## src/verilog/pmbus_fault_pkg.sv

```systemverilog
// Shared constants for the fault status, alert mask and clear bank.
// Assumes commands arrive already framed and decoded by the serial engine.
package pmbus_fault_pkg;

  // Transaction forms delivered by the serial engine
  typedef enum logic [2:0]
  {
    KIND_SEND_BYTE,
    KIND_WRITE_BYTE,
    KIND_WRITE_WORD,
    KIND_READ,
    KIND_PROC_CALL
  } cmd_kind_t;

  // Command codes
  localparam logic [7:0] CMD_CLEAR_FAULTS = 8'h03;
  localparam logic [7:0] CMD_ALERT_MASK = 8'h1B;
  localparam logic [7:0] CMD_CLEAR_PEAKS = 8'hE3;
  localparam logic [7:0] CMD_STATUS_BYTE = 8'h78;
  localparam logic [7:0] CMD_STATUS_WORD = 8'h79;
  localparam logic [7:0] CMD_OUTPUT_VOLTAGE_STATUS = 8'h7A;
  localparam logic [7:0] CMD_OUTPUT_CURRENT_STATUS = 8'h7B;
  localparam logic [7:0] CMD_STATUS_INPUT = 8'h7C;
  localparam logic [7:0] CMD_STATUS_TEMP = 8'h7D;
  localparam logic [7:0] CMD_STATUS_CML = 8'h7E;
  localparam logic [7:0] CMD_STATUS_MFR = 8'h80;
  localparam logic [7:0] CMD_PAD_STATE = 8'hE5;
  localparam logic [7:0] CMD_COMMON_STATUS = 8'hEF;

  // Mask slots
  localparam int NUM_MASK = 6;
  localparam logic [2:0] MI_VOUT = 3'h0;
  localparam logic [2:0] MI_IOUT = 3'h1;
  localparam logic [2:0] MI_INPUT = 3'h2;
  localparam logic [2:0] MI_TEMP = 3'h3;
  localparam logic [2:0] MI_CML = 3'h4;
  localparam logic [2:0] MI_MFR = 3'h5;
  localparam logic [2:0] MI_NONE = 3'h7;
  localparam logic [NUM_MASK-1:0] MASK_PAGED = 6'h2B;
  localparam logic [NUM_MASK-1:0][7:0] MASK_RST =
    {8'h11, 8'h00, 8'h00, 8'h00, 8'h00, 8'h00};

  // Supported bits and field positions
  localparam logic [7:0] VOUT_SUP = 8'hFE;
  localparam logic [7:0] IOUT_SUP = 8'hA0;
  localparam logic [7:0] CML_SUP = 8'hFB;
  localparam logic [2:0] CML_BAD_CMD = 3'h7;
  localparam logic [2:0] CML_BAD_DATA = 3'h6;
  localparam logic [2:0] VOUT_OV_FAULT = 3'h7;

  // Clear processing time
  localparam int CLK_PERIOD_NS = 10;
  localparam int CLEAR_MAX_US = 10;
  localparam int CLEAR_MAX_CYC = (CLEAR_MAX_US * 1000) / CLK_PERIOD_NS;

endpackage : pmbus_fault_pkg

```

## src/verilog/pmbus_fault_status_alert.sv

```systemverilog
// Fault status bank, alert mask store and open-drain alert driver.
// Assumes a serial engine that hands over whole decoded transactions.
//
// Behaviour
// Clear-faults empties every status register at once
// Clear-faults releases the alert line
// Persisting fault sets its bit and alert again
// Clear finishes within ten microseconds
// Clear-faults accepted only as send byte
// Clear-faults never restarts a latched channel
// Off-on, reset command or power cycle restarts
// Peak clear on command, reset or restore
// Masked bits still record, never raise alert
// Mask set by word write: target, mask
// Mask read by process call returns target mask
// Bad mask targets refused, flag invalid data
// Masks reset zero, manufacturer mask 0x11
// Summary byte bit layout
// Off bit set whenever output not powered
// Summary fault bits start an alert
// Summary word low byte equals summary byte
// Summary word high byte bit layout
// Voltage status layout, bits 7:1 alert
// Write one clears single voltage bit
// Current status bits 7 and 5, W1C
// Manufacturer status sets word summary bit
// Alert low while unmasked bit set
// Paged registers kept per channel
`timescale 1ns/1ns
module pmbus_fault_status_alert
  import pmbus_fault_pkg::*;
#(
  parameter int NUM_CH = 2,
  parameter logic [7:0] RESET_CMD_CODE = 8'hF0,
  parameter logic [7:0] RESTORE_CMD_CODE = 8'hF1,
  parameter int PW = (NUM_CH > 1) ? $clog2(NUM_CH) : 1
) (
  // Clock and reset
  input wire logic i_clk,
  input wire logic i_rst_n,
  // Decoded command
  input wire logic i_cmd_valid,
  input wire cmd_kind_t i_cmd_kind,
  input wire logic [7:0] i_cmd_code,
  input wire logic [7:0] i_cmd_d0,
  input wire logic [7:0] i_cmd_d1,
  input wire logic [PW-1:0] i_page,
  // Read answer
  output logic o_rsp_valid,
  output logic [15:0] o_rsp_data,
  // Detector levels, asynchronous
  input wire logic [NUM_CH-1:0][6:0] i_vout_fault,
  input wire logic [NUM_CH-1:0][1:0] i_iout_fault,
  input wire logic [NUM_CH-1:0] i_latch_fault,
  input wire logic [NUM_CH-1:0] i_run_pin,
  // Same-clock state
  input wire logic [NUM_CH-1:0] i_op_on,
  input wire logic [NUM_CH-1:0] i_output_on,
  input wire logic [NUM_CH-1:0] i_power_good,
  input wire logic i_busy_fault,
  input wire logic [7:0] i_cml_event,
  input wire logic [NUM_CH-1:0][7:0] i_temp_status,
  input wire logic [7:0] i_input_status,
  input wire logic [NUM_CH-1:0][7:0] i_mfr_status,
  // Strobes and state out
  output logic o_clear_faults,
  output logic o_clear_peaks,
  output logic [NUM_CH-1:0] o_latched_off,
  // Open-drain alert
  output logic o_alert_o,
  output logic o_alert_oe
);

  localparam int SW = NUM_CH * 11;
  localparam logic [PW:0] NUM_CH_W = (PW + 1)'(NUM_CH);
  localparam int CLR_WAIT = CLEAR_MAX_CYC;

  initial
  begin
    if (NUM_CH < 1 || NUM_CH > 8) $error("NUM_CH must be 1 to 8");
    if (PW < $clog2(NUM_CH)) $error("PW too narrow for NUM_CH");
  end

  // Synchronised detector levels
  logic [SW-1:0] sync_q;
  logic [NUM_CH-1:0][6:0] vout_s;
  logic [NUM_CH-1:0][1:0] iout_s;
  logic [NUM_CH-1:0] latf_s;
  logic [NUM_CH-1:0] run_s;

  signal_sync #(.WIDTH(SW)) u_sync (
    .i_clk(i_clk),
    .i_rst_n(i_rst_n),
    .i_async({i_run_pin, i_latch_fault, i_iout_fault, i_vout_fault}),
    .o_sync(sync_q)
  );

  assign {run_s, latf_s, iout_s, vout_s} = sync_q;

  // Mask target slot for a command code
  function automatic logic [2:0] mask_slot(input logic [7:0] code);
    unique case (code)
      CMD_OUTPUT_VOLTAGE_STATUS: mask_slot = MI_VOUT;
      CMD_OUTPUT_CURRENT_STATUS: mask_slot = MI_IOUT;
      CMD_STATUS_INPUT: mask_slot = MI_INPUT;
      CMD_STATUS_TEMP: mask_slot = MI_TEMP;
      CMD_STATUS_CML: mask_slot = MI_CML;
      CMD_STATUS_MFR: mask_slot = MI_MFR;
      default: mask_slot = MI_NONE;
    endcase
  endfunction : mask_slot

  // Command decode
  logic send_form;
  logic clr_cmd;
  logic clr_bad_form;
  logic rst_cmd;
  logic peak_cmd;
  logic mask_wr;
  logic mask_rd;
  logic [2:0] slot;
  logic slot_ok;
  logic page_ok;
  logic [PW-1:0] rd_ch;
  logic w1c_wr;

  assign send_form = i_cmd_valid && i_cmd_kind == KIND_SEND_BYTE;
  assign clr_cmd = send_form && i_cmd_code == CMD_CLEAR_FAULTS;
  assign clr_bad_form = i_cmd_valid && i_cmd_kind != KIND_SEND_BYTE
    && i_cmd_code == CMD_CLEAR_FAULTS;
  assign rst_cmd = send_form && (i_cmd_code == RESET_CMD_CODE
    || i_cmd_code == RESTORE_CMD_CODE);
  assign peak_cmd = send_form && i_cmd_code == CMD_CLEAR_PEAKS;
  assign mask_wr = i_cmd_valid && i_cmd_kind == KIND_WRITE_WORD
    && i_cmd_code == CMD_ALERT_MASK;
  assign mask_rd = i_cmd_valid && i_cmd_kind == KIND_PROC_CALL
    && i_cmd_code == CMD_ALERT_MASK;
  assign slot = mask_slot(i_cmd_d0);
  assign slot_ok = slot != MI_NONE;
  assign page_ok = {1'b0, i_page} < NUM_CH_W;
  assign rd_ch = page_ok ? i_page : '0;
  assign w1c_wr = i_cmd_valid && i_cmd_kind == KIND_WRITE_BYTE;

  // Strobes to peak store and externally held status
  assign o_clear_faults = clr_cmd;
  assign o_clear_peaks = peak_cmd || rst_cmd;

  // Status registers
  logic [NUM_CH-1:0][7:0] vout_q;
  logic [NUM_CH-1:0][7:0] iout_q;
  logic [NUM_CH-1:0] busy_q;
  logic [7:0] cml_q;
  logic [NUM_CH-1:0][7:0] vout_set;
  logic [NUM_CH-1:0][7:0] iout_set;
  logic [NUM_CH-1:0][7:0] sbyte;
  logic [NUM_CH-1:0][7:0] sword_hi;
  logic [NUM_CH-1:0] ch_alert;
  logic [NUM_MASK-1:0][7:0] mask_q [NUM_CH];

  // Per-channel copies; the page selects which one a read sees
  for (genvar c = 0; c < NUM_CH; c++)
  begin : g_ch
    logic wr_here;
    assign wr_here = w1c_wr && page_ok && i_page == PW'(c);
    assign vout_set[c] = {vout_s[c], 1'b0} & VOUT_SUP;
    assign iout_set[c] = {iout_s[c][1], 1'b0, iout_s[c][0], 5'h00};

    // Clear-faults wins for one cycle; a set then wins over W1C
    always_ff @(posedge i_clk or negedge i_rst_n)
    begin
      if (!i_rst_n)
      begin
        vout_q[c] <= 8'h00;
      end
      else if (clr_cmd)
      begin
        vout_q[c] <= 8'h00;
      end
      else if (wr_here && i_cmd_code == CMD_OUTPUT_VOLTAGE_STATUS)
      begin
        vout_q[c] <= ((vout_q[c] & ~i_cmd_d0) | vout_set[c]) & VOUT_SUP;
      end
      else
      begin
        vout_q[c] <= vout_q[c] | vout_set[c];
      end
    end

    always_ff @(posedge i_clk or negedge i_rst_n)
    begin
      if (!i_rst_n)
      begin
        iout_q[c] <= 8'h00;
      end
      else if (clr_cmd)
      begin
        iout_q[c] <= 8'h00;
      end
      else if (wr_here && i_cmd_code == CMD_OUTPUT_CURRENT_STATUS)
      begin
        iout_q[c] <= ((iout_q[c] & ~i_cmd_d0) | iout_set[c]) & IOUT_SUP;
      end
      else
      begin
        iout_q[c] <= iout_q[c] | iout_set[c];
      end
    end

    always_ff @(posedge i_clk or negedge i_rst_n)
    begin
      if (!i_rst_n)
      begin
        busy_q[c] <= 1'b0;
      end
      else if (clr_cmd)
      begin
        busy_q[c] <= 1'b0;
      end
      else if (i_busy_fault)
      begin
        busy_q[c] <= 1'b1;
      end
    end

    // Summary byte and word; manufacturer and input land in bit 0
    assign sbyte[c] = {busy_q[c], ~i_output_on[c], vout_q[c][VOUT_OV_FAULT],
      iout_q[c][VOUT_OV_FAULT], 1'b0, |i_temp_status[c], |cml_q,
      (|i_mfr_status[c]) | (|i_input_status)};
    assign sword_hi[c] = {|vout_q[c], |iout_q[c], |i_input_status,
      |i_mfr_status[c], ~i_power_good[c], 3'h0};

    // Summary bits cannot be masked, so busy always alerts
    assign ch_alert[c] = busy_q[c]
      | (|(vout_q[c] & ~mask_q[c][MI_VOUT]))
      | (|(iout_q[c] & ~mask_q[c][MI_IOUT]))
      | (|(i_temp_status[c] & ~mask_q[c][MI_TEMP]))
      | (|(i_mfr_status[c] & ~mask_q[c][MI_MFR]));

    fault_latch u_latch (
      .i_clk(i_clk),
      .i_rst_n(i_rst_n),
      .i_fault(latf_s[c]),
      .i_enable(run_s[c] && i_op_on[c]),
      .i_restart(rst_cmd),
      .o_latched(o_latched_off[c])
    );
  end

  // Common communication status, not paged
  logic [7:0] cml_set;
  assign cml_set = i_cml_event
    | ({7'h00, clr_bad_form} << CML_BAD_CMD)
    | ({7'h00, (mask_wr || mask_rd) && !slot_ok} << CML_BAD_DATA);

  always_ff @(posedge i_clk or negedge i_rst_n)
  begin
    if (!i_rst_n)
    begin
      cml_q <= 8'h00;
    end
    else if (clr_cmd)
    begin
      cml_q <= 8'h00;
    end
    else if (w1c_wr && i_cmd_code == CMD_STATUS_CML)
    begin
      cml_q <= ((cml_q & ~i_cmd_d0) | cml_set) & CML_SUP;
    end
    else
    begin
      cml_q <= (cml_q | cml_set) & CML_SUP;
    end
  end

  // Alert masks; unpaged targets are written to every copy
  always_ff @(posedge i_clk or negedge i_rst_n)
  begin
    if (!i_rst_n)
    begin
      for (int c = 0; c < NUM_CH; c++)
      begin
        mask_q[c] <= MASK_RST;
      end
    end
    else if (mask_wr && slot_ok && page_ok)
    begin
      for (int c = 0; c < NUM_CH; c++)
      begin
        if (!MASK_PAGED[slot] || i_page == PW'(c))
        begin
          mask_q[c][slot] <= i_cmd_d1;
        end
      end
    end
  end

  // Alert line
  logic alert_any;
  logic alert_q;
  assign alert_any = (|ch_alert)
    | (|(i_input_status & ~mask_q[0][MI_INPUT]))
    | (|(cml_q & ~mask_q[0][MI_CML]));

  always_ff @(posedge i_clk or negedge i_rst_n)
  begin
    if (!i_rst_n)
    begin
      alert_q <= 1'b0;
    end
    else
    begin
      alert_q <= alert_any && !clr_cmd;
    end
  end

  assign o_alert_o = 1'b0;
  assign o_alert_oe = alert_q;

  // Read answers, one cycle after the request
  always_ff @(posedge i_clk or negedge i_rst_n)
  begin
    if (!i_rst_n)
    begin
      o_rsp_valid <= 1'b0;
    end
    else
    begin
      o_rsp_valid <= (i_cmd_valid && i_cmd_kind == KIND_READ) || mask_rd;
    end
  end

  always_ff @(posedge i_clk or negedge i_rst_n)
  begin
    if (!i_rst_n)
    begin
      o_rsp_data <= 16'h0000;
    end
    else if (mask_rd)
    begin
      o_rsp_data <= slot_ok ? {8'h00, mask_q[rd_ch][slot]} : 16'h0000;
    end
    else if (i_cmd_valid && i_cmd_kind == KIND_READ)
    begin
      unique case (i_cmd_code)
        CMD_STATUS_BYTE: o_rsp_data <= {8'h00, sbyte[rd_ch]};
        CMD_STATUS_WORD: o_rsp_data <= {sword_hi[rd_ch], sbyte[rd_ch]};
        CMD_OUTPUT_VOLTAGE_STATUS: o_rsp_data <= {8'h00, vout_q[rd_ch]};
        CMD_OUTPUT_CURRENT_STATUS: o_rsp_data <= {8'h00, iout_q[rd_ch]};
        CMD_STATUS_INPUT: o_rsp_data <= {8'h00, i_input_status};
        CMD_STATUS_TEMP: o_rsp_data <= {8'h00, i_temp_status[rd_ch]};
        CMD_STATUS_CML: o_rsp_data <= {8'h00, cml_q};
        CMD_STATUS_MFR: o_rsp_data <= {8'h00, i_mfr_status[rd_ch]};
        default: o_rsp_data <= 16'h0000;
      endcase
    end
  end
endmodule : pmbus_fault_status_alert

```

## src/verilog/signal_sync.sv

```systemverilog
// Three-stage synchroniser for a bundle of asynchronous level inputs.
// Assumes each bit is an independent level; no bus coherency is given.
`timescale 1ns/1ns
module signal_sync #(
  parameter int WIDTH = 1
) (
  // Clock and reset
  input wire logic i_clk,
  input wire logic i_rst_n,
  // Levels
  input wire logic [WIDTH-1:0] i_async,
  output logic [WIDTH-1:0] o_sync
);

  logic [WIDTH-1:0] s1_q;
  logic [WIDTH-1:0] s2_q;
  logic [WIDTH-1:0] s3_q;

  initial
  begin
    if (WIDTH < 1) $error("signal_sync width must be positive");
  end

  always_ff @(posedge i_clk or negedge i_rst_n)
  begin
    if (!i_rst_n)
    begin
      s1_q <= '0;
      s2_q <= '0;
      s3_q <= '0;
      o_sync <= '0;
    end
    else
    begin
      s1_q <= i_async;
      s2_q <= s1_q;
      s3_q <= s2_q;
      // A bit moves only once stages two and three agree
      o_sync <= (s2_q & s3_q) | (o_sync & (s2_q | s3_q));
    end
  end

endmodule : signal_sync

```

## src/verilog/fault_latch.sv

```systemverilog
// Latched-off state of one output channel after a shutdown fault.
// Assumes the fault and enable levels are already in the clock domain.
`timescale 1ns/1ns
module fault_latch (
  // Clock and reset
  input wire logic i_clk,
  input wire logic i_rst_n,
  // Causes
  input wire logic i_fault,
  input wire logic i_enable,
  input wire logic i_restart,
  // State
  output logic o_latched
);

  // Commanded off clears the latch, so the next on is a fresh start;
  // a fault still present keeps it set, since set wins
  always_ff @(posedge i_clk or negedge i_rst_n)
  begin
    if (!i_rst_n)
    begin
      o_latched <= 1'b0;
    end
    else if (i_fault)
    begin
      o_latched <= 1'b1;
    end
    else if (!i_enable || i_restart)
    begin
      o_latched <= 1'b0;
    end
  end

endmodule : fault_latch

```

## config.mk

```make
export PLATFORM = sky130hd
export DESIGN_NAME = pmbus_fault_status_alert
export DESIGN_NICKNAME = d
export VERILOG_FILES = /design/src/verilog/pmbus_fault_pkg.sv /design/src/verilog/pmbus_fault_status_alert.sv /design/src/verilog/signal_sync.sv /design/src/verilog/fault_latch.sv
export SDC_FILE = /design/constraint.sdc
export NUM_CORES = 1
export LEC_CHECK = 0
export ABC_AREA = 1
export BUFFER_PORTS_ARGS = -buffer_cell sky130_fd_sc_hd__buf_4
export CORE_UTILIZATION = 45
export DETAILED_ROUTE_END_ITERATION = 7
export GPL_ROUTABILITY_DRIVEN = 0
export HOLD_SLACK_MARGIN = 0.02
export SYNTH_ARGS = -nofsm -noshare
export SYNTH_HDL_FRONTEND = slang
export SYNTH_HIERARCHICAL = 1
export SYNTH_SLANG_ARGS = --single-unit
```

## constraint.sdc

```tcl
create_clock -name i_clk -period 1.4 [get_ports i_clk]
set_input_delay 0.07 -clock i_clk [delete_from_list [all_inputs] [get_ports i_clk]]
set_output_delay 0.07 -clock i_clk [all_outputs]
set_load 0.03 [all_outputs]
```

# [Word-level counts from Yosys, hierarchy flattened]
# Memory sizes are Yosys's and may differ from the RTL's.
# Cells that the tools add are included.
[word_totals] ff_bits=245 rom_bits=8 inputBits=108 wordCells=226 n_memories=1
[op_classes] n_lt_le_gt_ge=4 eq_ne=24 muxes=43 n_bitwise=60 n_reduce_logical=67
[mem_list] memory="(name not given)" depth=8 width=1 rd=1 rd_clocked_by_memory_dff=0 wr=0 line_no="pmbus_fault_status_alert.sv:289" rtl="if (!MASK_PAGED[slot] || i_page == PW'(c))"
[op_table] cell="2-to-1 mux 8 bit" count=24
[op_table] cell="OR reduction 8 bit" count=20
[op_table] cell="2-to-1 mux 48 bit" count=3
[op_table] cell="one-hot mux 16 bit (8 select lines)" count=1
[op_table] cell="bitwise AND 8 bit" count=15
[op_table] cell="bitwise mux 48 bit" count=2
[op_table] cell="equality test 8 x 7 -> 1 bit (second input constant)" count=12
[op_table] cell="inverter 8 bit" count=11
[op_table] cell="OR 8 bit" count=11
[op_table] cell="bitwise AND 22 bit" count=2
[op_table] cell="OR 22 bit" count=2
[op_table] cell="equality test 8 bit (second input constant)" count=5
[op_table] cell="2-to-1 mux 16 bit" count=2
[op_table] cell="logical AND 1 bit" count=25
[op_table] cell="binary-select mux 8 bit (select 3 bit)" count=1
[op_table] cell="demux 8 bit (select 3 bit)" count=1
[op_table] cell="one-hot mux 3 bit (6 select lines)" count=1
[op_table] cell="OR 1 bit" count=12
[op_table] cell="equality test 8 x 2 -> 1 bit (second input constant)" count=1
[op_table] cell="equality test 8 x 5 -> 1 bit (second input constant)" count=1
[op_table] cell="logical OR 1 bit" count=8
[op_table] cell="OR 8 x 7 -> 8 bit" count=1
[op_table] cell="nonzero test 2 bit" count=4
[op_table] cell="2-to-1 mux 1 bit" count=7
[op_table] cell="other kinds (16)" count=26

# [Depth between registers and ports, before layout]
# Gate-level depths: netlist of run 1.
[logic_depth] word_depth=11 depth_mapped=16

# [Hierarchy]
# Netlist of run 1, hierarchy kept.
[modules_own_cells] module="pmbus_fault_status_alert" n_inst=1 cells_per_inst=1185 area_per_inst_um2=8381.8 seq_area_each_um2=3433.3
[modules_own_cells] module="signal_sync" n_inst=1 cells_per_inst=176 area_per_inst_um2=2560.0 seq_area_each_um2=2202.1
[modules_own_cells] module="fault_latch" n_inst=2 cells_per_inst=5 area_per_inst_um2=41.3 seq_area_each_um2=25.0

# [Worst setup path before layout of run 1]
# OpenSTA, ideal clock, no wires.
[synth_path] kind="input port to flip-flop" from="input i_cmd_code[3]" to="register alert_q, in the netlist o_alert_oe" arrival_time_ps=1372 path_slack_ps=-120 cell_stages=7 n_path_buf=1 path_cell_list="nor2_1 -> inv_1 -> nor3_1 -> nand2_1 -> inv_1 -> buf_1 -> nor2_1"
[synth_between] elab_chain_len=4
[synth_rtl] element="from (decl)" line_no="pmbus_fault_status_alert.sv:44" rtl="input wire logic [7:0] i_cmd_code,"
[synth_rtl] element="equality test 8 x 2 -> 1 bit" line_no="pmbus_fault_status_alert.sv:128" rtl="assign clr_cmd = send_form && i_cmd_code == CMD_CLEAR_FAULTS;"
[synth_rtl] element="logical AND 1 bit" line_no="pmbus_fault_status_alert.sv:128"
[synth_rtl] element="net o_clear_faults" line_no="pmbus_fault_status_alert.sv:66" rtl="output logic o_clear_faults,"
[synth_rtl] element="logical NOT 1 bit" line_no="pmbus_fault_status_alert.sv:312" rtl="alert_q <= alert_any && !clr_cmd;"
[synth_rtl] element="logical AND 1 bit" line_no="pmbus_fault_status_alert.sv:312"
[synth_rtl] element="to (signal assigned)" line_no="pmbus_fault_status_alert.sv:312"
[synth_rtl] element="to (decl)" line_no="pmbus_fault_status_alert.sv:299" rtl="logic alert_q;"
# The timed path passes the listed nets, and every way through them passes these cells.
# A chain may end at the register's enable or synchronous reset.

# [Worst setup path after layout of run 1]
[layout_path] from="register iout_q[13] (netlist name)" to="register alert_q, in the netlist o_alert_oe"
[layout_between] elab_chain_len=9
[layout_rtl] element="from (decl)" line_no="pmbus_fault_status_alert.sv:150" rtl="logic [NUM_CH-1:0][7:0] iout_q;"
[layout_rtl] element="from (signal, indexed assignment)" line_no="pmbus_fault_status_alert.sv:201" rtl="iout_q[c] <= ((iout_q[c] & ~i_cmd_d0) | iout_set[c]) & IOUT_SUP;"
[layout_rtl] element="from (signal, indexed assignment)" line_no="pmbus_fault_status_alert.sv:205" rtl="iout_q[c] <= iout_q[c] | iout_set[c];"
[layout_rtl] element="bitwise AND 8 bit" line_no="pmbus_fault_status_alert.sv:235" rtl="| (|(iout_q[c] & ~mask_q[c][MI_IOUT]))"
[layout_rtl] element="OR reduction 8 bit" line_no="pmbus_fault_status_alert.sv:235"
[layout_rtl] element="OR 1 bit" line_no="pmbus_fault_status_alert.sv:235"
[layout_rtl] element="OR 1 bit" line_no="pmbus_fault_status_alert.sv:236" rtl="| (|(i_temp_status[c] & ~mask_q[c][MI_TEMP]))"
[layout_rtl] element="OR 1 bit" line_no="pmbus_fault_status_alert.sv:237" rtl="| (|(i_mfr_status[c] & ~mask_q[c][MI_MFR]));"
[layout_rtl] element="OR reduction 2 bit" line_no="pmbus_fault_status_alert.sv:300" rtl="assign alert_any = (|ch_alert)"
[layout_rtl] element="OR 1 bit" line_no="pmbus_fault_status_alert.sv:301" rtl="| (|(i_input_status & ~mask_q[0][MI_INPUT]))"
[layout_rtl] element="OR 1 bit" line_no="pmbus_fault_status_alert.sv:302" rtl="| (|(cml_q & ~mask_q[0][MI_CML]));"
[layout_rtl] element="logical AND 1 bit" line_no="pmbus_fault_status_alert.sv:312"
# Every way passes these cells.

==> metrics.log, run 1 <==
[metrics] Switching Share: 0.248
[metrics] post-synth top area share: 0.506
[metrics] Post-route DRC: 0
[metrics] slowest CP cell: sky130_fd_sc_hd__dfrtp_1
[metrics] summed instance area of the synthesized netlist: 11000 um^2
[metrics] post-route standard cell area excluding fillers: about 15000 um^2
[metrics] share of power burned in registers: 0.443
[metrics] Cell Int Power: around 12 mW
[metrics] aggregate negative setup slack: -0.0486 ns
[metrics] top_reg_cell synth: sky130_fd_sc_hd__dfrtp_1
[metrics] overall fraction of global-route tracks in use: 0.296
[metrics] core area: 23800 um^2
[metrics] start of the worst register-to-register path: iout_q[13]$_DFF_PN0_
[metrics] Clk pwr share: 0.447
[metrics] number of buffers created by CTS: 25
[metrics] reported leakage power: around 7.7 nW
[metrics] DP HPWL: around 28 mm
[metrics] global-route congestion overflow total: 0
[metrics] Routed Wire Length: about 37 mm
[metrics] depth of the worst register-to-register path: 8
[metrics] most common library cell in the layout ignoring fill and taps: sky130_fd_sc_hd__nand2_1
[metrics] antenna violations before repair: 0
[metrics] remaining antenna violation count after routing: 0
[metrics] setup repair after global routing missed its margin: yes
[metrics] clock sinks: ~230
[metrics] Worst IR Drop VDD: between 1 and 1.5 mV
[metrics] number of flops mapped to enable cells by yosys: 0
[metrics] Max Slew Vio Count: 0
[metrics] portion of the clock cycle consumed by the worst path in the final layout: 1.03
[metrics] number of standard cells in the final layout excluding fillers: 2043
[metrics] number of hold violations in the final report: 0
[metrics] minimum clock period: around 1.4 ns
[metrics] sequential share of the synthesized area: 0.516
[metrics] initial standard-cell utilization of the core: 0.464
[metrics] number of cells in the design after placement: 1934
[metrics] CP Max Fanout: 2
[metrics] reg2reg setup slack: -0.05 ns
[metrics] number of I/O port buffers: 125
[metrics] maximum clock insertion buffer count: 3
[metrics] CP startpoint: iout_q[13]$_DFF_PN0_
[metrics] post-place instance area: 13600 um^2
[metrics] First-pass DRT Iterations: 6
[metrics] warnings from Yosys: 6
[metrics] Gate power share: 0.109
[metrics] wire length per cell: 18.1 um
[metrics] worst hold-check path type: in -> reg
[metrics] relative area change from synthesis to final layout: 38.8%
[metrics] achievable frequency: between 600 and 700 MHz
[metrics] root buffer cell: sky130_fd_sc_hd__clkbuf_16
[metrics] synthesized netlist cell count: approximately 1400
[metrics] maximum number of pins on one net before global-route repair: 53
[metrics] fraction of layout cells with a size suffix above 1: 0.265
[metrics] Die Y-Extent: 159 um
[metrics] Worst path most repeated cell: sky130_fd_sc_hd__nor2_1
[metrics] detail-routed via count per cell: 5.21
[metrics] worst hold slack: a little over 0.07 ns
[metrics] CP endpoint: o_alert_oe$_DFF_PN0_
[metrics] cells traversed along the worst timing path: inv_2 -> o22ai_1 -> nor2_2 -> o2111ai_1 -> nor2_1 -> nand4_1 -> nor2_1 -> nor2_1
[metrics] top library cells by usage in the layout, fill and taps aside: sky130_fd_sc_hd__nand2_1 (342), sky130_fd_sc_hd__buf_4 (277), sky130_fd_sc_hd__dfrtp_1 (223), sky130_fd_sc_hd__inv_1 (177), sky130_fd_sc_hd__o21ai_0 (124)
[metrics] clock-pin slew of the registers on the worst-case setup and hold paths: ~0.06 ns
[metrics] power density over the cells: around 1000 nW/um^2
[metrics] most area-consuming cells after synthesis: sky130_fd_sc_hd__dfrtp_1 (51%), sky130_fd_sc_hd__nand2_1 (12%), sky130_fd_sc_hd__inv_1 (6.2%), sky130_fd_sc_hd__o21ai_0 (6.2%), sky130_fd_sc_hd__a21oi_1 (3.8%)
[metrics] data arrival time of the worst path: about 1.9 ns
[metrics] CP Data Required Time: between 1.5 and 2 ns
[metrics] worst-margin pin slew: 0.615 ns
[metrics] Final setup violation count: 1
[metrics] row count: 56
[metrics] violated checks: negative setup slack
[metrics] Async S/R FF share, synth: 1.00
[metrics] # IOs: between 100 and 150
[metrics] Worst slew margin: 0.586
[metrics] Antenna Diode Count: 0
[metrics] # nets final: approximately 1800
[metrics] unique cell type count in the Yosys netlist: 44
[metrics] 1st-iter DRT viols: about 960
[metrics] wire length of the first global-routing pass: roughly 55 mm
[metrics] Net Switching: around 3.9 mW
[metrics] Largest stage delay, worst path: slightly above 0.4 ns
[metrics] TritonCTS clock tree: done
[metrics] count of maximum capacitance violations: 0
[metrics] status: finished, violations left
[metrics] detailed-route via count: between 10000 and 15000
[metrics] source-to-sink clock delay at the later pin of the worst-skew pair: approximately 0.54 ns
[metrics] crit end category: flop
[metrics] number of global-route vias before repair: 10100
[metrics] crit path launch type: flop
[metrics] dominant cell type by area after synthesis: sky130_fd_sc_hd__dfrtp_1
[metrics] critical setup path kind: reg -> reg
[metrics] mean post-synth cell area: ~8.0 um^2
[metrics] die outline area: 25100 um^2
[metrics] Critical R2R Capture: o_alert_oe$_DFF_PN0_
[metrics] overall die width: 159 um
[metrics] htree depth: 1
[metrics] final setup margin: -0.0486 ns
[metrics] Fillers: 2039
[metrics] flip-flop and latch count after synthesis: 227
[metrics] utilization after layout: 0.644
[metrics] Worst Clk Skew: about 0.014 ns
repair_timing:
| action | in CTS | in global routing |
|---|---|---|
| pin swaps | 12 | 34 |
| setup endpoints to repair | 7 | 12 |
| hold buffers | 57 | 1 |
| hold endpoints to repair | 362 | 1 |
| buffers inserted | 1 | 9 |
| gates resized for setup | 29 | 42 |
cells in the mapped netlist (all sizes together) (2+ instances only):
library cell	instances
nand2	366
dfrtp	223
inv	193
o21ai	162
nor2	115
a21oi	84
nand3	78
buf	32
o22ai	30
clkbuf	20
nor3	15
nand4	12
nor4	12
mux2i	8
dfstp	4
o211ai	4
clkinv	2
o21bai	2
or2	2
cells by family (layout without fill, tap and decap cells):
family	after synthesis	after routing	synth area share
compound gates	288	288	0.137
buf+inv	247	597	0.0954
flops	227	227	0.516
mux	8	8	0.00726
other cells	1	4	0.000340
simple gates	600	600	0.244
worst min path at each step:
stage / start / endpoint / slack, ns / cells after the start
2_1_floorplan: i_rst_n / busy_q[1]$_DFFE_PN0P_ / -0.23 / 0
3_3_place_gp: i_rst_n / mask_q[13]$_DFFE_PN0P_ / -0.04 / 1
3_5_place_dp: i_rst_n / mask_q[13]$_DFFE_PN0P_ / -0.03 / 1
4_1_cts: i_temp_status[4] / o_rsp_data[2]$_DFFE_PN0P_ / 0.04 / 7
5_1_grt: i_cmd_d0[6] / vout_q[6]$_DFF_PN0_ / 0.08 / 5
6_report: i_temp_status[4] / o_rsp_data[2]$_DFFE_PN0P_ / 0.07 / 7
layer usage:
layer	vias up	track usage	share of wire
met4	0	0.107	0.040
met1	4993	0.409	0.43
met5	-	0	0
met2	482	0.464	0.45
li1	5091	-	-
met3	88	0.0566	0.082
critical path, delay by kind of cell (launching register included):
family,cells,cell delay (ns)
and+or+nand+nor,5,0.63
AOI/OAI and AO/OA,2,0.21
DFF,1,0.41
buffers and inverters,1,0.08
registers in the layout (all words and copies together) (netlist names):
name / count
o_alert_oe: 1
u_sync/s2_q: 22
sbyte: 2
o_rsp_valid: 1
u_sync/s1_q: 22
u_sync/s3_q: 22
cml_q: 7
vout_q: 12
u_sync/o_sync: 22
mask_q: 96
g_ch.u_latch/o_latched: 2
iout_q: 4
busy_q: 1
o_rsp_data: 13
power by group through the flow:
stage	registers [mW]	clock network, mW	logic, mW
floorplan	7.11	0	0.529
global placement	7.03	0	1.51
detailed placement	7.03	0	1.52
CTS	6.92	7.08	1.67
global route	6.94	7.32	1.85
finish	6.92	6.97	1.71
final cells by class:
type	count	area, um^2	area share
sequential	227	5690	0.372
multi-input combinational	900	4510	0.295
timing repair buffer	357	3070	0.201
inverter	195	747	0.0488
clock buffer	34	729	0.0477
tap	319	399	0.0261
clock inverter	11	158	0.0103
metrics by stage:
stage / power [mW] / worst slack, ns
2_1_floorplan: 7.64 / 0.00857
3_3_place_gp: 8.53 / -0.323
3_5_place_dp: 8.56 / -0.333
4_1_cts: 15.7 / -0.00485
5_1_grt: 16.1 / -0.117
6_report: 15.6 / -0.0486
No activity file was read; power rests on OpenSTA's default activity.
==> run 2: changes to the inputs <==
ABC_AREA = unset   (was 1)
CORE_UTILIZATION = 54   (was 45)
PLACE_DENSITY = 0.75   (was unset)
==> run 2 against run 1 <==
Net effect: the run ends with design-rule violations, negative setup slack left; synthesized area decreased by 6.9%; fmax decreased by 26%; sequential power about the same; power increased by 2.1%; final cell count decreased by 24%; first-iteration DRC count increased by 85%; clock skew increased by 0.020 ns; critical path depth unchanged; global-route usage increased by 12 points; critical path type unchanged; largest cell class unchanged.
==> metrics.log, run 2 <==
[metrics] status: finished, violations left
[metrics] violated checks: design-rule violations, negative setup slack
[metrics] row count: 50
[metrics] Largest stage delay, worst path: between 0.4 and 0.5 ns
[metrics] count of maximum capacitance violations: 0
[metrics] most common cell in the netlist: sky130_fd_sc_hd__dfrtp_1
[metrics] dominant combinational cell family by area after synthesis: multiplexers
[metrics] top_reg_cell synth: sky130_fd_sc_hd__dfrtp_1
[metrics] maximum clock insertion buffer count: 3
[metrics] Worst IR Drop VDD: 1.13 mV
[metrics] register containing the most flip-flops in the final layout: mask_q
[metrics] Max Slew Vio Count: 0
[metrics] final setup margin: -0.549 ns
[metrics] setup repair after global routing missed its margin: yes
[metrics] Simple-Gate Fraction of Synth Area: 0.122
[metrics] DP HPWL: 26.3 mm
[metrics] clock-pin slew of the registers on the worst-case setup and hold paths: approximately 0.070 ns
[metrics] Async S/R FF share, synth: 1.00
[metrics] portion of netlist area occupied by mux cells: 0.144
[metrics] initial standard-cell utilization of the core: 0.550
[metrics] post-layout power: between 15 and 20 mW
[metrics] number of hold violations in the final report: 0
[metrics] overall fraction of global-route tracks in use: 0.414
[metrics] top library cells by usage in the layout, fill and taps aside: sky130_fd_sc_hd__buf_4 (322), sky130_fd_sc_hd__dfrtp_1 (218), sky130_fd_sc_hd__nand2_1 (83), sky130_fd_sc_hd__inv_1 (68), sky130_fd_sc_hd__mux2_4 (49)
[metrics] First-pass DRT Iterations: 8
[metrics] slowest CP cell: sky130_fd_sc_hd__dfrtp_2
[metrics] maximum number of pins on one net before global-route repair: 57
[metrics] # nets final: 1415
[metrics] 1st-iter DRT viols: about 1800
[metrics] dominant cell type by area after synthesis: sky130_fd_sc_hd__dfrtp_1
[metrics] overall die width: approximately 140 um
[metrics] detailed-route via count: between 10000 and 15000
[metrics] power density over the cells: just over 1000 nW/um^2
[metrics] worst-margin pin slew: around 0.57 ns
[metrics] source-to-sink clock delay at the later pin of the worst-skew pair: 0.55 ns
[metrics] fraction of layout cells with a size suffix above 1: 0.469
[metrics] crit path launch type: flop
[metrics] unique cell type count in the Yosys netlist: between 70 and 80
[metrics] achievable frequency: between 500 and 600 MHz
[metrics] number of I/O port buffers: roughly 130
[metrics] Post-route DRC: 41
[metrics] number of buffers created by CTS: 24
[metrics] die outline area: a little under 20000 um^2
[metrics] cells traversed along the worst timing path: buf_4 -> buf_6 -> nand2_2 -> o21ai_2 -> a32oi_1 -> o221ai_1 -> nor3_2 -> a21oi_1
[metrics] Final setup violation count: around 110
[metrics] portion of the clock cycle consumed by the worst path in the final layout: 1.39
[metrics] wire length per cell: between 20 and 30 um
[metrics] compound-cell area share of the yosys netlist: 0.107
[metrics] crit end category: flop
[metrics] Die Y-Extent: about 140 um
[metrics] flip-flop count of the largest register, all copies and words added: 96
[metrics] mean post-synth cell area: 11.2 um^2
[metrics] worst hold-check path type: in -> reg
[metrics] CP Max Fanout: 3
[metrics] minimum clock period: between 1.5 and 2 ns
[metrics] Worst slew margin: 0.622
[metrics] number of buffer and inverter instances along the worst setup path: 2
[metrics] critical setup path kind: reg -> reg
[metrics] antenna violations before repair: 0
[metrics] post-synth top area share: 0.544
[metrics] clock sinks: about 230
[metrics] data arrival time of the worst path: about 2.4 ns
[metrics] synthesized netlist cell count: a little over 900
[metrics] Routed Wire Length: approximately 43 mm
[metrics] post-synthesis adder-cell area fraction: 0.0241
[metrics] core area: 18600 um^2
[metrics] relative area change from synthesis to final layout: 50.9%
[metrics] number of flops mapped to enable cells by yosys: 0
[metrics] flip-flop and latch count after synthesis: between 200 and 250
[metrics] most area-consuming cells after synthesis: sky130_fd_sc_hd__dfrtp_1 (54%), sky130_fd_sc_hd__mux2_2 (7.4%), sky130_fd_sc_hd__nand2_1 (4.2%), sky130_fd_sc_hd__mux2i_1 (3.8%), sky130_fd_sc_hd__mux4_2 (3.3%)
[metrics] TritonCTS clock tree: done
[metrics] root buffer cell: sky130_fd_sc_hd__clkbuf_16
[metrics] post-place instance area: 13100 um^2
[metrics] most common library cell in the layout ignoring fill and taps: sky130_fd_sc_hd__buf_4
[metrics] most instantiated cells after synthesis: sky130_fd_sc_hd__dfrtp_1 (223), sky130_fd_sc_hd__nand2_1 (114), sky130_fd_sc_hd__inv_1 (71)
[metrics] detail-routed via count per cell: ~6.6
[metrics] post-route standard cell area excluding fillers: approximately 15000 um^2
[metrics] Antenna Diode Count: 0
[metrics] htree depth: 1
[metrics] Worst Clk Skew: 0.0339 ns
[metrics] wire length of the first global-routing pass: 59.9 mm
[metrics] Fillers: between 900 and 1000
[metrics] Top delay family on crit path: compound AO/OA/AOI/OAI gates
[metrics] reg2reg setup slack: -0.55 ns
[metrics] # IOs: roughly 130
[metrics] number of global-route vias before repair: around 10000
[metrics] global-route congestion overflow total: 0
[metrics] warnings from Yosys: 6
[metrics] CP Data Required Time: between 1.5 and 2 ns
[metrics] summed instance area of the synthesized netlist: about 10000 um^2
[metrics] Synth Area in XOR/XNOR: 0.000854
[metrics] remaining antenna violation count after routing: 0
[metrics] sequential share of the synthesized area: 0.554
[metrics] reported leakage power: ~7.4 nW
-- run 2: cell types whose count changed after synthesis, sizes merged, moves of 15 or more --
cell	before	now
nand2	366	114
inv	193	72
mux2	0	67
mux4	0	15
nand3	78	15
a21oi	84	44
nor2	115	57
maj3	0	22
o21ai	162	30
mux2i	8	39
-- run 2: tightest hold or removal path, delay by kind of cell --
kind | cells | cell delay [ns]
compound gates | 1 | 0.06
buf+inv | 2 | 0.29
simple gates | 2 | 0.12
-- run 2: per-layer routing --
metal | track usage | vias to the layer above | routed length (um)
met5 | 0 | - | 0
met4 | 0.258 | 0 | 4040
met3 | 0.129 | 362 | 6120
met2 | 0.638 | 984 | 18400
met1 | 0.509 | 4947 | 14600
li1 | - | 4045 | -
-- run 2: timing repair --
| action | in CTS | in global routing |
|---|---|---|
| gates resized for setup | 127 | 84 |
| endpoints found under the hold margin | 354 | 0 |
| gates cloned | 2 | 1 |
| pin swaps | 43 | 33 |
| hold buffers | 43 | 0 |
| buffers inserted | 15 | 13 |
| setup endpoints to repair | 106 | 108 |
-- run 2: per-stage QoR --
step	util	setup TNS (ns)	instances	hold slack [ns]	worst slack (ns)
finish	0.831	-17.70	1559	0.0398	-0.549
global route	0.831	-18.73	1559	0.0787	-0.496
CTS	0.809	-11.76	1547	0.0241	-0.277
detailed placement	0.705	-85.69	1444	0.0523	-0.848
global placement	0.705	-81.11	1444	0.0601	-0.819
floorplan	-	-52.31	918	-0.226	-0.742
-- run 2: final cells by class --
cell class	count	area [um^2]	area share
sequential	227	5690	0.367
tap	234	293	0.0189
clock inverter	13	238	0.0153
timing repair buffer	408	3480	0.225
clock buffer	31	657	0.0424
inverter	72	273	0.0176
multi-input combinational	574	4860	0.314
-- run 2: final timing paths --
| check | from | to | depth (start not counted) |
|---|---|---|---|
| max reg2reg | iout_q[15]$_DFF_PN0_ | o_rsp_data[7]$_DFFE_PN0P_ | 8 |
| min in group asynchronous | i_rst_n | mask_q[93]$_DFFE_PN0P_ | 2 |
| max | iout_q[15]$_DFF_PN0_ | o_rsp_data[7]$_DFFE_PN0P_ | 8 |
| max in group asynchronous | i_rst_n | mask_q[88]$_DFFE_PN1P_ | 3 |
| min | i_cmd_d0[3] | vout_q[3]$_DFF_PN0_ | 5 |
| min reg2reg | u_sync/s1_q[5]$_DFF_PN0_ | u_sync/s2_q[5]$_DFF_PN0_ | 0 |
-- run 2: kinds of logic after synthesis --
logic type	after synthesis
buffers and inverters	117
AOI/OAI and AO/OA	164
muxes	121
xor gates and xnor gates	1
other	1
and+or+nand+nor	262
DFF	227
adders and majority gates	22
-- run 2: power by group --
part           switching, mW  leakage (nW)  internal [mW]
clock network           2.76         0.426           4.44
registers              0.151          2.70           6.78
logic                  0.996          4.24          0.795
total                   3.91          7.36           12.0
